**src/rtl/icl_pkg.sv**
```systemverilog
/*
 * constants for the interrupt condition logic: management addresses,
 * condition bit positions, reset values and transmit filter codes.
 * assumes a 5-bit management address and byte-wide management data.
 */
package icl_pkg;
    localparam int ADDR_W = 5;
    localparam logic [4:0] ADDR_COND = 5'h02;
    localparam logic [4:0] ADDR_MASK = 5'h03;
    localparam logic [4:0] ADDR_TSR = 5'h04;
    localparam logic [4:0] ADDR_LEM = 5'h05;
    localparam logic [4:0] ADDR_CFG = 5'h07;
    localparam logic [4:0] ADDR_RCR_A = 5'h09;
    localparam logic [4:0] ADDR_RCR_B = 5'h0A;
    localparam logic [4:0] ADDR_RCM_A = 5'h0B;
    localparam logic [4:0] ADDR_RCM_B = 5'h0C;
    localparam logic [4:0] ADDR_ID = 5'h18;
    localparam logic [4:0] ADDR_CMP_COND = 5'h1A;
    localparam logic [4:0] ADDR_CMP_TSR = 5'h1B;
    localparam logic [4:0] ADDR_CMP_RCR_A = 5'h1C;
    localparam logic [4:0] ADDR_CMP_RCR_B = 5'h1D;
    // read-only addresses
    localparam logic [4:0] RO_08 = 5'h08;
    localparam logic [4:0] RO_0F = 5'h0F;
    localparam logic [4:0] RO_10 = 5'h10;
    localparam logic [4:0] RO_13 = 5'h13;
    localparam logic [4:0] RO_14 = 5'h14;
    localparam logic [4:0] RO_16 = 5'h16;
    localparam logic [4:0] RO_19 = 5'h19;
    localparam logic [4:0] RO_1E = 5'h1E;
    localparam logic [4:0] RO_1F = 5'h1F;
    // condition bit positions
    localparam int BIT_REQ_PAR = 0;
    localparam int BIT_MGMT_PAR = 1;
    localparam int BIT_WR_REJ = 2;
    localparam int BIT_CWI = 3;
    localparam int BIT_LEM = 4;
    localparam int BIT_RCA = 5;
    localparam int BIT_RCB = 6;
    localparam int BIT_USER = 7;
    // transmit state and configuration fields
    localparam int TSR_PAR_EN_BIT = 6;
    localparam int CFG_A_IND_EN_BIT = 6;
    localparam int CFG_B_IND_EN_BIT = 7;
    localparam logic [2:0] TM_ACTIVE = 3'h0;
    localparam logic [1:0] SRC_INVALID = 2'h0;
    // reset values
    localparam logic [7:0] COND_RST = 8'h10;
    localparam logic [7:0] MASK_RST = 8'h00;
    localparam logic [7:0] TSR_RST = 8'hA2;
    localparam logic [7:0] CFG_RST = 8'h00;
    localparam logic [7:0] LEM_RST = 8'h00;
    // transmit filter
    localparam logic [2:0] HALT_LIMIT = 3'h4;
    localparam logic [9:0] HALT_PAIR = 10'h084;
    localparam logic [9:0] IDLE_PAIR = 10'h3FF;
endpackage

```
**src/rtl/icl_interrupt_condition_logic.sv**
```systemverilog
/*
 * interrupt condition, mask, compare, transmit state, receive condition
 * and indicate-port enable logic behind the byte-wide management bus.
 * assumes address, write data and parity are stable while mgmt_cs is high;
 * mgmt_cs and the parity enable pin are synchronised; other inputs come from logic on clk.
 */
// Contract
// - interrupt asserted when any condition bit and its mask bit are both one
// - condition register at address 02, always readable, conditionally writable
// - bit 0 set on request-data parity error while parity checking enabled
// - bit 1 set on management write parity error while parity enable pin high
// - bit 2 set on any write to a read-only address
// - conditional writes keep every bit differing from its compare register
// - bit 3 set whenever a conditional write is blocked by mismatch
// - bit 3 stays set until host clears it by a write
// - A indicate pins driven only while A indicate enable is one
// - B indicate pins driven only while B indicate enable is one
// - active mode with invalid source: at most four halt pairs, then idle
// - mask register at 03, read-write, cleared at reset
// - bit 4 set when link error counter reaches zero, also at reset
// - bits 5 and 6 follow unmasked receive conditions, clear only after those
// - bit 7 set while either sense bit is one
`timescale 1ns/100ps
`default_nettype none
module icl_interrupt_condition_logic
    import icl_pkg::*;
#(
    parameter logic [7:0] ID_VALUE = 8'h5A
) (
    input wire logic clk,
    input wire logic srst,
    input wire logic mgmt_cs,
    input wire logic mgmt_rw,
    input wire logic [icl_pkg::ADDR_W-1:0] mgmt_addr,
    input wire logic [7:0] mgmt_data_in,
    input wire logic mgmt_parity_in,
    input wire logic mgmt_parity_enable_pin,
    output logic [7:0] mgmt_data_lines,
    output logic mgmt_parity_out,
    output logic mgmt_data_oe,
    output logic int_n,
    input wire logic req_parity_error,
    input wire logic link_error_event,
    input wire logic [1:0] user_sense,
    input wire logic [7:0] rcv_event_a,
    input wire logic [7:0] rcv_event_b,
    input wire logic a_ind_parity_in,
    input wire logic a_ind_control_in,
    input wire logic [7:0] a_ind_data_in,
    input wire logic b_ind_parity_in,
    input wire logic b_ind_control_in,
    input wire logic [7:0] b_ind_data_in,
    output logic a_ind_parity,
    output logic a_ind_control,
    output logic [7:0] a_ind_data,
    output logic a_ind_oe,
    output logic b_ind_parity,
    output logic b_ind_control,
    output logic [7:0] b_ind_data,
    output logic b_ind_oe,
    input wire logic tx_pair_valid,
    input wire logic [9:0] tx_pair_in,
    output logic [9:0] tx_pair_out
);
    import icl_pkg::*;

    function automatic logic is_read_only(input logic [4:0] a);
        is_read_only = (a == RO_08) || (a == RO_0F) || (a == RO_10) || (a == RO_13) || (a == RO_14) ||
                       (a == RO_16) || (a == ADDR_ID) || (a == RO_19) || (a == RO_1E) || (a == RO_1F);
    endfunction

    // bits differing from the compare value keep their current value
    function automatic logic [7:0] cond_write(input logic [7:0] cur, input logic [7:0] cmp,
                                              input logic [7:0] wdata);
        cond_write = ((cur ^ cmp) & cur) | (~(cur ^ cmp) & wdata);
    endfunction

    logic cs_s1_r, cs_s2_r, cs_s3_r, cs_lvl_r, pe_s1_r, pe_s2_r, pe_s3_r, pe_lvl_r;
    logic cs_s1_nxt, cs_s2_nxt, cs_s3_nxt, cs_lvl_nxt, pe_s1_nxt, pe_s2_nxt, pe_s3_nxt, pe_lvl_nxt;
    logic [7:0] cond_r, mask_r, tsr_r, cfg_r, lem_r, cmp_cond_r, cmp_tsr_r;
    logic [7:0] cond_nxt, mask_nxt, tsr_nxt, cfg_nxt, lem_nxt, cmp_cond_nxt, cmp_tsr_nxt;
    logic [7:0] rcr_r [2];
    logic [7:0] rcm_r [2];
    logic [7:0] rcc_r [2];
    logic [7:0] rcr_nxt [2];
    logic [7:0] rcm_nxt [2];
    logic [7:0] rcc_nxt [2];
    logic [7:0] rd_data_r, rd_data_nxt;
    logic rd_par_r, rd_par_nxt, rd_oe_r, rd_oe_nxt, int_n_r, int_n_nxt;
    logic [9:0] a_ind_r, a_ind_nxt, b_ind_r, b_ind_nxt;
    logic a_oe_r, a_oe_nxt, b_oe_r, b_oe_nxt;
    logic [2:0] halt_cnt_r, halt_cnt_nxt;
    logic [9:0] tx_out_r, tx_out_nxt;
    logic cs_take, wr, rd, par_err, rej_set, cwi_set, lem_hit, filt_on, rsel;

    always_comb begin
        cs_s1_nxt = mgmt_cs;
        cs_s2_nxt = cs_s1_r;
        cs_s3_nxt = cs_s2_r;
        cs_lvl_nxt = (cs_s2_r == cs_s3_r) ? cs_s3_r : cs_lvl_r;
        pe_s1_nxt = mgmt_parity_enable_pin;
        pe_s2_nxt = pe_s1_r;
        pe_s3_nxt = pe_s2_r;
        pe_lvl_nxt = (pe_s2_r == pe_s3_r) ? pe_s3_r : pe_lvl_r;
        cs_take = (cs_s2_r == cs_s3_r) && cs_s3_r && !cs_lvl_r;
        wr = cs_take && !mgmt_rw;
        rd = cs_take && mgmt_rw;
        // odd parity over data and parity line
        par_err = wr && pe_lvl_r && !(^{mgmt_data_in, mgmt_parity_in});
        rej_set = 1'b0;
        cwi_set = 1'b0;
        lem_hit = 1'b0;
        rsel = 1'b0;
        cond_nxt = cond_r;
        mask_nxt = mask_r;
        tsr_nxt = tsr_r;
        cfg_nxt = cfg_r;
        lem_nxt = lem_r;
        cmp_cond_nxt = cmp_cond_r;
        cmp_tsr_nxt = cmp_tsr_r;
        rcr_nxt = rcr_r;
        rcm_nxt = rcm_r;
        rcc_nxt = rcc_r;
        if (wr) begin
            case (mgmt_addr)
                ADDR_COND: begin
                    cwi_set = |(cond_r ^ cmp_cond_r);
                    cond_nxt = cond_write(cond_r, cmp_cond_r, mgmt_data_in);
                end
                ADDR_MASK: mask_nxt = mgmt_data_in;
                ADDR_TSR: begin
                    cwi_set = |(tsr_r ^ cmp_tsr_r);
                    tsr_nxt = cond_write(tsr_r, cmp_tsr_r, mgmt_data_in);
                end
                ADDR_LEM: lem_nxt = mgmt_data_in;
                ADDR_CFG: cfg_nxt = mgmt_data_in;
                ADDR_RCR_A, ADDR_RCR_B: begin
                    rsel = (mgmt_addr == ADDR_RCR_B);
                    cwi_set = |(rcr_r[rsel] ^ rcc_r[rsel]);
                    rcr_nxt[rsel] = cond_write(rcr_r[rsel], rcc_r[rsel], mgmt_data_in);
                end
                ADDR_RCM_A: rcm_nxt[0] = mgmt_data_in;
                ADDR_RCM_B: rcm_nxt[1] = mgmt_data_in;
                ADDR_CMP_COND: cmp_cond_nxt = mgmt_data_in;
                ADDR_CMP_TSR: cmp_tsr_nxt = mgmt_data_in;
                ADDR_CMP_RCR_A: rcc_nxt[0] = mgmt_data_in;
                ADDR_CMP_RCR_B: rcc_nxt[1] = mgmt_data_in;
                // read-only targets only raise the flag, contents untouched
                default: rej_set = is_read_only(mgmt_addr);
            endcase
        end
        // link error counter counts down to zero
        if (!(wr && mgmt_addr == ADDR_LEM) && link_error_event && lem_r != 8'h00) begin
            lem_nxt = lem_r - 8'h01;
            lem_hit = (lem_r == 8'h01);
        end
        // hardware sets win over a same-cycle clear
        for (int i = 0; i < 2; i++) begin
            rcr_nxt[i] = rcr_nxt[i] | ((i == 0) ? rcv_event_a : rcv_event_b);
        end
        cond_nxt[BIT_REQ_PAR] = cond_nxt[BIT_REQ_PAR] | (req_parity_error & tsr_r[TSR_PAR_EN_BIT]);
        cond_nxt[BIT_MGMT_PAR] = cond_nxt[BIT_MGMT_PAR] | par_err;
        cond_nxt[BIT_WR_REJ] = cond_nxt[BIT_WR_REJ] | rej_set;
        cond_nxt[BIT_CWI] = cond_nxt[BIT_CWI] | cwi_set;
        cond_nxt[BIT_LEM] = cond_nxt[BIT_LEM] | lem_hit;
        cond_nxt[BIT_RCA] = cond_nxt[BIT_RCA] | (|(rcr_r[0] & rcm_r[0]));
        cond_nxt[BIT_RCB] = cond_nxt[BIT_RCB] | (|(rcr_r[1] & rcm_r[1]));
        cond_nxt[BIT_USER] = cond_nxt[BIT_USER] | (|user_sense);
        int_n_nxt = ~|(cond_r & mask_r);
        // read path: data held, driven while the strobe stays high
        rd_data_nxt = rd_data_r;
        if (rd) begin
            case (mgmt_addr)
                ADDR_COND: rd_data_nxt = cond_r;
                ADDR_MASK: rd_data_nxt = mask_r;
                ADDR_TSR: rd_data_nxt = tsr_r;
                ADDR_LEM: rd_data_nxt = lem_r;
                ADDR_CFG: rd_data_nxt = cfg_r;
                ADDR_RCR_A: rd_data_nxt = rcr_r[0];
                ADDR_RCR_B: rd_data_nxt = rcr_r[1];
                ADDR_RCM_A: rd_data_nxt = rcm_r[0];
                ADDR_RCM_B: rd_data_nxt = rcm_r[1];
                ADDR_ID: rd_data_nxt = ID_VALUE;
                ADDR_CMP_COND: rd_data_nxt = cmp_cond_r;
                ADDR_CMP_TSR: rd_data_nxt = cmp_tsr_r;
                ADDR_CMP_RCR_A: rd_data_nxt = rcc_r[0];
                ADDR_CMP_RCR_B: rd_data_nxt = rcc_r[1];
                default: rd_data_nxt = 8'h00;
            endcase
        end
        rd_par_nxt = ~^rd_data_nxt;
        rd_oe_nxt = rd ? 1'b1 : (rd_oe_r && cs_lvl_nxt);
        // indicate ports
        a_ind_nxt = {a_ind_parity_in, a_ind_control_in, a_ind_data_in};
        b_ind_nxt = {b_ind_parity_in, b_ind_control_in, b_ind_data_in};
        a_oe_nxt = cfg_r[CFG_A_IND_EN_BIT];
        b_oe_nxt = cfg_r[CFG_B_IND_EN_BIT];
        // repeat filter on the invalid source
        filt_on = (tsr_r[2:0] == TM_ACTIVE) && (cfg_r[1:0] == SRC_INVALID);
        halt_cnt_nxt = halt_cnt_r;
        tx_out_nxt = tx_out_r;
        if (!filt_on) begin
            halt_cnt_nxt = 3'h0;
            if (tx_pair_valid) begin
                tx_out_nxt = tx_pair_in;
            end
        end else if (tx_pair_valid) begin
            if (tx_pair_in == HALT_PAIR && halt_cnt_r < HALT_LIMIT) begin
                tx_out_nxt = tx_pair_in;
                halt_cnt_nxt = halt_cnt_r + 3'h1;
            end else begin
                tx_out_nxt = IDLE_PAIR;
                halt_cnt_nxt = HALT_LIMIT;
            end
        end
    end

    always_ff @(posedge clk) begin
        if (srst) begin
            cs_s1_r <= 1'b0;
            cs_s2_r <= 1'b0;
            cs_s3_r <= 1'b0;
            cs_lvl_r <= 1'b0;
            pe_s1_r <= 1'b0;
            pe_s2_r <= 1'b0;
            pe_s3_r <= 1'b0;
            pe_lvl_r <= 1'b0;
            cond_r <= COND_RST;
            mask_r <= MASK_RST;
            tsr_r <= TSR_RST;
            cfg_r <= CFG_RST;
            lem_r <= LEM_RST;
            cmp_cond_r <= 8'h00;
            cmp_tsr_r <= 8'h00;
            rcr_r <= '{8'h00, 8'h00};
            rcm_r <= '{8'h00, 8'h00};
            rcc_r <= '{8'h00, 8'h00};
            rd_data_r <= 8'h00;
            rd_par_r <= 1'b1;
            rd_oe_r <= 1'b0;
            int_n_r <= 1'b1;
            a_ind_r <= 10'h000;
            b_ind_r <= 10'h000;
            a_oe_r <= 1'b0;
            b_oe_r <= 1'b0;
            halt_cnt_r <= 3'h0;
            tx_out_r <= IDLE_PAIR;
        end else begin
            cs_s1_r <= cs_s1_nxt;
            cs_s2_r <= cs_s2_nxt;
            cs_s3_r <= cs_s3_nxt;
            cs_lvl_r <= cs_lvl_nxt;
            pe_s1_r <= pe_s1_nxt;
            pe_s2_r <= pe_s2_nxt;
            pe_s3_r <= pe_s3_nxt;
            pe_lvl_r <= pe_lvl_nxt;
            cond_r <= cond_nxt;
            mask_r <= mask_nxt;
            tsr_r <= tsr_nxt;
            cfg_r <= cfg_nxt;
            lem_r <= lem_nxt;
            cmp_cond_r <= cmp_cond_nxt;
            cmp_tsr_r <= cmp_tsr_nxt;
            rcr_r <= rcr_nxt;
            rcm_r <= rcm_nxt;
            rcc_r <= rcc_nxt;
            rd_data_r <= rd_data_nxt;
            rd_par_r <= rd_par_nxt;
            rd_oe_r <= rd_oe_nxt;
            int_n_r <= int_n_nxt;
            a_ind_r <= a_ind_nxt;
            b_ind_r <= b_ind_nxt;
            a_oe_r <= a_oe_nxt;
            b_oe_r <= b_oe_nxt;
            halt_cnt_r <= halt_cnt_nxt;
            tx_out_r <= tx_out_nxt;
        end
    end

    assign mgmt_data_lines = rd_data_r;
    assign mgmt_parity_out = rd_par_r;
    assign mgmt_data_oe = rd_oe_r;
    assign int_n = int_n_r;
    assign {a_ind_parity, a_ind_control, a_ind_data} = a_ind_r;
    assign {b_ind_parity, b_ind_control, b_ind_data} = b_ind_r;
    assign a_ind_oe = a_oe_r;
    assign b_ind_oe = b_oe_r;
    assign tx_pair_out = tx_out_r;
endmodule // icl_interrupt_condition_logic
`default_nettype wire

```
**config.mk**
```make
export PLATFORM = sky130hd
export DESIGN_NAME = icl_interrupt_condition_logic
export DESIGN_NICKNAME = d
export VERILOG_FILES = /design/src/rtl/icl_pkg.sv /design/src/rtl/icl_interrupt_condition_logic.sv
export SDC_FILE = /design/constraint.sdc
export NUM_CORES = 1
export LEC_CHECK = 0
export ABC_AREA = 0
export BUFFER_PORTS_ARGS = -buffer_cell sky130_fd_sc_hd__buf_4
export CAP_MARGIN = 10
export CORE_MARGIN = 3
export CORE_UTILIZATION = 58
export DETAILED_ROUTE_END_ITERATION = 16
export PLACE_DENSITY_LB_ADDON = 0.15
export SKIP_CTS_REPAIR_TIMING = 1
export SYNTH_ARGS = -nofsm -noshare
export SYNTH_HDL_FRONTEND = slang
export SYNTH_SLANG_ARGS = --single-unit
```
**constraint.sdc**
```tcl
create_clock -name clk -period 3 [get_ports clk]
set_input_delay 0.45 -clock clk [delete_from_list [all_inputs] [get_ports clk]]
set_output_delay 0.45 -clock clk [all_outputs]
set_load 0.03 [all_outputs]
```
# Word level (Yosys, flattened, before mapping)
# Index checks and enable logic that the tools add are counted.
totals:
  mem_bits_rw: 0
  register_bits: 158
  mem_bits_ro: 0
  memories: 0
  output_inout_bits: 43
  input_bits: 70
  latchBits: 0
  elab_cells: 178
op_classes:
  n_shift: 0
  add_sub_neg: 2
  n_reduce_logical: 54
  mux: 30
  div: 0
  bitwise_logic: 31
  n_mul: 0
  n_lt_le_gt_ge: 3
  n_eq_ne: 27
ops:
  columns: ["cell", "count"]
  rows:
  - ["8-bit one-hot mux with 14 select lines", 1]
  - ["8-bit 2-to-1 mux", 13]
  - ["8-bit bitwise AND", 9]
  - ["5-bit equality test, second input constant", 12]
  - ["8-bit OR reduction", 6]
  - ["10-bit 2-to-1 mux", 4]
  - ["8-bit OR", 5]
  - ["16-bit 2-to-1 mux", 2]
  - ["5-bit by 4-bit equality test with 1-bit output, second input constant", 6]
  - ["8-bit inverter", 3]
  - ["8-bit XOR", 3]
  - ["2-bit AND reduction", 10]
  - ["16-bit bitwise mux", 1]
  - ["5-bit by 3-bit equality test with 1-bit output, second input constant", 3]
  - ["1-bit logical AND", 13]
  - ["13-bit OR reduction", 1]
  - ["10-bit by 8-bit equality test with 1-bit output, second input constant", 1]
  - ["5-bit by 2-bit equality test with 1-bit output, second input constant", 2]
  - ["1-bit logical OR", 9]
  - ["9-bit XOR reduction", 1]
  - ["8-bit demux with 1-bit select", 1]
  - ["8-bit by 1-bit equality test with 1-bit output, second input constant", 1]
  - ["1-bit OR", 8]
  - ["8-bit nonzero test", 1]
  - ["18 further kinds", 31]

# Depth between registers and ports, before layout
# Gate-level depths: netlist (run 1).
depth:
  depth_word: 13
  ltp_mapped: 11

# Worst setup path before layout (run 1)
# No wires, ideal clock.
synth_path:
  kind: "register to register"
  startpoint: "register cs_s3_r"
  endpoint: "register rd_par_r (netlist: mgmt_parity_out)"
  path_buffers: 1
  t_arrival_ns: 2.242
  path_stages_with_launch: 12
  required_time_ns: 2.940
  path_slack_ns: 0.699
  setup_ns: 0.060
  period_less_slack_ns: 2.301
  path_cell_list: "dfxtp_1 > ha_1 > nand3b_1 > clkbuf_1 > and2_1 > a211oi_2 > o21ai_1 > o32ai_2 > xor2_1 > xnor2_1 > xnor3_1 > nand2b_1"
synth_between:
  elab_chain_cells: 6
synth_rtl:
  columns: ["item", "line_no", "rtl"]
  rows:
  - ["start: declaration", "icl_interrupt_condition_logic.sv:78", "logic cs_s1_r, cs_s2_r, cs_s3_r, cs_lvl_r, pe_s1_r, pe_s2_r, pe_s3_r, pe_lvl_r;"]
  - ["start signal: assignment", "icl_interrupt_condition_logic.sv:251", "cs_s3_r <= cs_s3_nxt;"]
  - ["1-bit equality test", "icl_interrupt_condition_logic.sv:105", "cs_take = (cs_s2_r == cs_s3_r) && cs_s3_r && !cs_lvl_r;"]
  - ["1-bit logical AND (*) (2 in a row)", "icl_interrupt_condition_logic.sv:105", null]
  - ["1-bit logical AND (*)", "icl_interrupt_condition_logic.sv:107", "rd = cs_take && mgmt_rw;"]
  - ["8-bit 2-to-1 mux (*)", "icl_interrupt_condition_logic.sv:172", "if (rd) begin"]
  - ["8-bit XNOR reduction (*)", "icl_interrupt_condition_logic.sv:191", "rd_par_nxt = ~^rd_data_nxt;"]
  - ["end signal: assignment", "icl_interrupt_condition_logic.sv:268", "rd_par_r <= rd_par_nxt;"]
  - ["end: declaration", "icl_interrupt_condition_logic.sv:89", "logic rd_par_r, rd_par_nxt, rd_oe_r, rd_oe_nxt, int_n_r, int_n_nxt;"]
# Mark *: on every way between the ends. The rest lies on a longest branch, timed or not.
# A chain may end at the register's enable or synchronous reset.

# Worst setup path after layout (run 1)
layout_path:
  startpoint: "register cs_s2_r"
  endpoint: "register rd_par_r (netlist: mgmt_parity_out)"
layout_between:
  elab_chain_cells: 6
layout_rtl:
  columns: ["item", "line_no", "rtl"]
  rows:
  - ["start: declaration", "icl_interrupt_condition_logic.sv:78", null]
  - ["start signal: assignment", "icl_interrupt_condition_logic.sv:250", "cs_s2_r <= cs_s2_nxt;"]
  - ["1-bit equality test", "icl_interrupt_condition_logic.sv:105", null]
  - ["1-bit logical AND (2 in a row)", "icl_interrupt_condition_logic.sv:105", null]
  - ["1-bit logical AND", "icl_interrupt_condition_logic.sv:107", null]
  - ["8-bit 2-to-1 mux", "icl_interrupt_condition_logic.sv:172", null]
  - ["8-bit XNOR reduction", "icl_interrupt_condition_logic.sv:191", null]
# No other way between the ends.

==> metrics.csv, run 1 <==
metric,value,unit
status,"complete, no violations",
DRC,0,
Die W,122,um
static leakage,3.48,nW
Synth Cell Area,7810,um^2
largest net degree at the start of global routing,84,
crit-path max FO,8,
max-slew violation count,0,
gr usage total,35.1,%
fin crit period,2.65,ns
CP required,3.37,ns
die height,122,um
Tcrit/Tclk final,88.4,%
Area growth syn-to-layout,21.3,%
Placed Area,8860,um^2
CTS tree,yes,
first-pass GRT wire length,39900,um
register bit count reported by yosys,158,
dpl hpwl,18600,um
GPL Wtd Cong,1.08,
met2 usage,54.1,%
endpoint type of the worst setup path,flip-flop,
clk buf depth,2,
Hold Path Class,in2reg,
max-cap violation count,0,
RSZ-0062 raised after global routing,false,
post-route cell area,9470,um^2
Synth Flop Type,dfxtp_1,
Global Route met3 Usage,8.40,%
Num Clock Sinks,158,
vias in the first global route,6962,
Slew headroom,49.7,%
initial core utilization,60.6,%
global route total overflow,0,
Worst-Margin Slew,0.753,ns
"Seq/Total Area, Yosys",40.5,%
row cnt,41,
antenna violations before repair,0,
"Distinct cells, synth",71,
clk_lat worst skew,0.43,ns
Final Skew,0.00619,ns
top-count cell post-synth,dfxtp_1,
GRT busiest layer,met2,
Core Box Area,12900,um^2
ANT nets after route,0,
routed vias,7648,
endpoints failing setup,0,
peak supply drop,0.615,mV
Post-Syn Instances,953,
"Async S/R FF share, synth",0,%
DIE AREA,14900,um^2
IO Pins,113,
kind of critical path,reg2reg,
Synth top area share,40.5,%
CP Launch Type,flip-flop,
root cell of the clock tree,clkbuf_16,
"top cells by area, synth","dfxtp_1 41%, nand2_1 6.2%, a21oi_1 5.5%, nor2_1 5.2%, xnor2_1 4.2%",
Mapped Nets,1028,
synth cell count leaders,"158 x dfxtp_1, 128 x nand2_1, 108 x nor2_1",
clk slew on worst S/H paths,0.06,ns
H-Tree Depth,4,
n_diodes,0,
Final #Nets,1135,
max frequency,377,MHz
average size of a mapped cell,8.19,um^2
fraction of layout cells with a size suffix above 1,18.5,%
Util after Layout,73.6,%
setup TNS,0,ns
Routed WL,25900,um
drt first pass iters,6,
GR Layer Usage met1,46.7,%
Inserted Clock Buffers,17,
IO buf count,112,
number of flops mapped to enable cells by yosys,0,
Yosys top cell by area,dfxtp_1,
Reg2Reg Setup Slack,0.35,ns
worst path arrival time,3.02,ns
routed len/inst,20.8,um
Via density,6.14,
Final Hold Vio Count,0,
Iter 0 DRT Violations,745,
YS warnings,0,
PwrDens,554,nW/um^2
## per-stage QoR
step	hold slack, ns	setup slack [ns]	instances	power [mW]
after global placement	0.420	0.177	1213	3.03
final	0.230	0.347	1245	5.25
after floorplan	0.414	0.699	953	2.77
after global routing	0.220	0.149	1245	5.43
after detailed placement	0.429	0.171	1213	3.04
after CTS	0.222	0.383	1245	5.25
## worst paths after layout
kind / cells past startpoint / from / to
worst max-delay path: 10 / cs_s2_r / mgmt_parity_out
worst min-delay path: 2 / mgmt_cs / cs_s1_r
worst max register to register: 10 / cs_s2_r / mgmt_parity_out
worst min register to register: 1 / pe_s1_r / pe_s2_r
## area by class of cell
cell class,count,area [um^2]
Clock inverter,15,184
Fill cell,1046,3400
Clock buffer,17,425
Sequential cell,158,3160
Inverter,14,52.6
Multi-Input combinational cell,729,4360
Tap cell,172,215
Timing Repair Buffer,140,1080
## state kept, by name, summed over array words and instances (netlist names), 3 cells and up, named ones only
register / cells
rcr_r: 16
mgmt_data_lines: 8
cond_r: 8
rcc_r: 16
b_ind_r: 10
cfg_r: 8
a_ind_r: 10
mask_r: 8
tx_pair_out: 10
rcm_r: 16
halt_cnt_r: 3
lem_r: 8
cmp_tsr_r: 8
cmp_cond_r: 8
## per-layer routing
layer	routed length, um	part of all wire, %
met5	0	0
met4	979	3.8
met3	2560	9.9
met2	11700	45
met1	10600	41
## layout by cell type, fill, tap and decap left out, types with 4 or more instances in the layout
master	n
mux2i_1	25
and2_1	9
inv_6	4
maj3_1	8
a22o_1	7
nor2_2	4
buf_4	138
nor3_1	19
a31oi_1	6
clkbuf_16	17
o21ai_0	21
nor2_1	108
nand2_1	128
clkinvlp_4	5
nor4_1	7
a21boi_0	6
a221oi_1	6
a22oi_1	25
nand2b_1	13
ha_1	5
inv_1	14
a211oi_1	25
xor2_1	7
dfxtp_1	158
o21ai_1	6
a21oi_1	86
xnor2_1	37
nor2b_1	46
nand4_1	11
nand3_1	34
o22ai_1	17
## kinds of logic (layout without fill, tap and decap cells)
logic type | Yosys count | count (layout) | share of synthesized area [%]
buffers and inverters | 66 | 186 | 3.73
muxes | 29 | 29 | 3.83
and+or+nand+nor | 410 | 410 | 25.7
DFF | 158 | 158 | 40.5
adders and majority gates | 13 | 13 | 1.83
AOI/OAI and AO/OA | 232 | 232 | 19.1
xor gates and xnor gates | 45 | 45 | 5.23
## where the power goes
part | total, mW | leakage, nW | switching [mW] | internal, mW
Sequential | 2.30 | 1.29 | 0.119 | 2.19
Combinational | 0.706 | 1.91 | 0.398 | 0.308
Clock | 2.24 | 0.285 | 0.917 | 1.32
## critical path, stage by stage (launching register included)
cell and delay, ns:
dfxtp_1 0.33, ha_1 0.18, nand3b_1 0.27, and2_1 0.33
a211oi_2 0.19, o21ai_1 0.10, o32ai_2 0.35, xor2_1 0.22
xnor2_1 0.15, xnor3_1 0.40, nand2b_1 0.07
Power figures use the tool's default switching activity.
==> run 2: changes to the inputs <==
--- a/config.mk
+++ b/config.mk
@@ -12,6 +12,7 @@
 export CORE_UTILIZATION = 58
 export DETAILED_ROUTE_END_ITERATION = 16
 export PLACE_DENSITY_LB_ADDON = 0.15
+export RECOVER_POWER = 25
 export SKIP_CTS_REPAIR_TIMING = 1
 export SYNTH_ARGS = -nofsm -noshare
 export SYNTH_HDL_FRONTEND = slang
==> metrics.csv, run 2 (synthesis gave the netlist of run 1 again) <==
metric,value,unit,change
Die W,122,um,unchanged
endpoint type of the worst setup path,flip-flop,,
Hold Path Class,in2reg,,
H-Tree Depth,4,,unchanged
"commonest non-fill, non-tap cells in the layout","158 x dfxtp_1, 128 x nand2_1, 118 x buf_4",,
endpoints failing setup,0,,unchanged
Num Clock Sinks,158,,unchanged
DIE AREA,14900,um^2,unchanged
antenna violations before repair,0,,unchanged
clk_lat worst skew,0.43,ns,about the same
PwrDens,558,nW/um^2,+0.77%
fraction of layout cells with a size suffix above 1,16.7,%,-1.9 points
ANT nets after route,0,,unchanged
Seq pwr share,44.0,%,about the same
die height,122,um,unchanged
routed vias,7657,,+0.12%
CP bufs+invs,0,,unchanged
Util after Layout,72.9,%,-0.70 points
row cnt,41,,unchanged
"worst slack, placed",0.171,ns,unchanged
post-route cell area,9380,um^2,-0.95%
static leakage,3.40,nW,-2.4%
setup TNS,0,ns,unchanged
Tcrit/Tclk final,88.7,%,+0.22 points
worst hold slack,0.231,ns,+0.000644 ns
Final Hold Vio Count,0,,unchanged
status,finished with violations,,
Core Box Area,12900,um^2,unchanged
GPL Wtd Cong,1.08,,unchanged
combinational share of power,13.2,%,-0.3 points
CP Launch Type,flip-flop,,
routed len/inst,20.7,um,-0.32%
crit-path max FO,8,,unchanged
peak supply drop,0.618,mV,+0.48%
top cell family by delay on the critical path,XOR/XNOR gates,,
worst hold path depth,3,,+1
Slew headroom,-5.08,%,-55 points
n_diodes,0,,unchanged
CP Cell Sequence,ha_1 > nand3b_1 > nand2_1 > o221ai_1 > a221o_1 > o21ai_1 > xor2_1 > xnor2_1 > xnor3_1 > nand2b_1,,
max-slew violation count,84,,+84
Final #Nets,1135,,unchanged
root cell of the clock tree,clkbuf_16,,
gr usage total,35.1,%,unchanged
Net Sw Power,1.44,mW,+0.12%
Iter 0 DRT Violations,916,,+23%
"commonest non-fill, non-tap cell in the layout",dfxtp_1,,
initial core utilization,60.6,%,unchanged
max frequency,376,MHz,-0.25%
Routed WL,25800,um,-0.32%
max-cap violation count,1,,+1
post-route setup slack,0.340,ns,-0.00656 ns
Clock power frac,42.8,%,+0.2 points
Worst-Margin Slew,1.58,ns,+0.823 ns
Inserted Clock Buffers,17,,unchanged
clk slew on worst S/H paths,0.06,ns,about the same
Worst path max stage delay,0.40,ns,about the same
internal power,3.80,mW,-0.31%
fin crit period,2.66,ns,+0.00656 ns
vias in the first global route,6962,,unchanged
switching part of the total,27.4,%,+0.085 points
failing checks,"capacitance limit, slew limit",,
IO buf count,112,,unchanged
dpl hpwl,18600,um,unchanged
CTS tree,yes,,
WP depth,10,,unchanged
clk buf depth,2,,unchanged
Crit-path slowest cell,xnor3_1,,
Top Registers,"rcc_r x16, rcm_r x16, rcr_r x16",,
CP required,3.37,ns,about the same
Via density,6.15,,+0.12%
kind of critical path,reg2reg,,
RSZ-0062 raised after global routing,false,,
Area growth syn-to-layout,20.2,%,
first-pass GRT wire length,39900,um,unchanged
Placed Area,8860,um^2,unchanged
Final Skew,0.00857,ns,+0.00238 ns
worst path arrival time,3.03,ns,about the same
largest net degree at the start of global routing,84,,unchanged
DRC,0,,unchanged
IO Pins,113,,unchanged
Placed Cells,1213,,unchanged
drt first pass iters,5,,-1
total chip power,5.24,mW,-0.19%
Reg2Reg Depth,10,,unchanged
Non-Filler Instances,1245,,unchanged
global route total overflow,0,,unchanged
## run 2: changes by cell type in the layout (fill, tap and decap cells not counted)
cell and change:
buf_12 -1, buf_4 -20, clkbuf_2 +1, clkbuf_1 +20
## run 2: worst paths after layout
path,from,to,slack (ns)
hold / removal,rcv_event_b[3],rcr_r[3],0.23
setup / recovery,cs_s2_r,mgmt_parity_out,0.34
setup reg to reg,cs_s2_r,mgmt_parity_out,0.34
hold reg to reg,pe_s1_r,pe_s2_r,0.44
## run 2: tightest hold or removal path: cells and delay by family
kind	cells	cell delay, ns
AOI/OAI and AO/OA	1	0.03
buffers and inverters	1	0.08
and+or+nand+nor	1	0.06
## run 2: final cells by class
class / count / area (um^2)
flip-flops and latches: 158 / 3160
inverters: 14 / 52.6
clock inverters: 15 / 184
repair buffers: 140 / 986
well taps: 172 / 215
clock buffers: 17 / 425
multi-input cells: 729 / 4360
fillers: 1065 / 3490
## run 2: power groups by stage
stage          Sequential (mW)  Clock [mW]  Combinational (mW)
2_1_floorplan             2.34           0               0.433
3_3_place_gp              2.35           0               0.682
3_5_place_dp              2.34           0               0.693
4_1_cts                   2.30        2.25               0.700
5_1_grt                   2.31        2.34               0.768
6_report                  2.30        2.24               0.693
## run 2: routing by layer
metal,vias up,track usage (%),part of all wire (%)
li1,3577,-,-
met3,81,8.40,10
met4,0,16.0,3.7
met5,-,0,0
met2,408,54.1,45
met1,3591,46.7,41
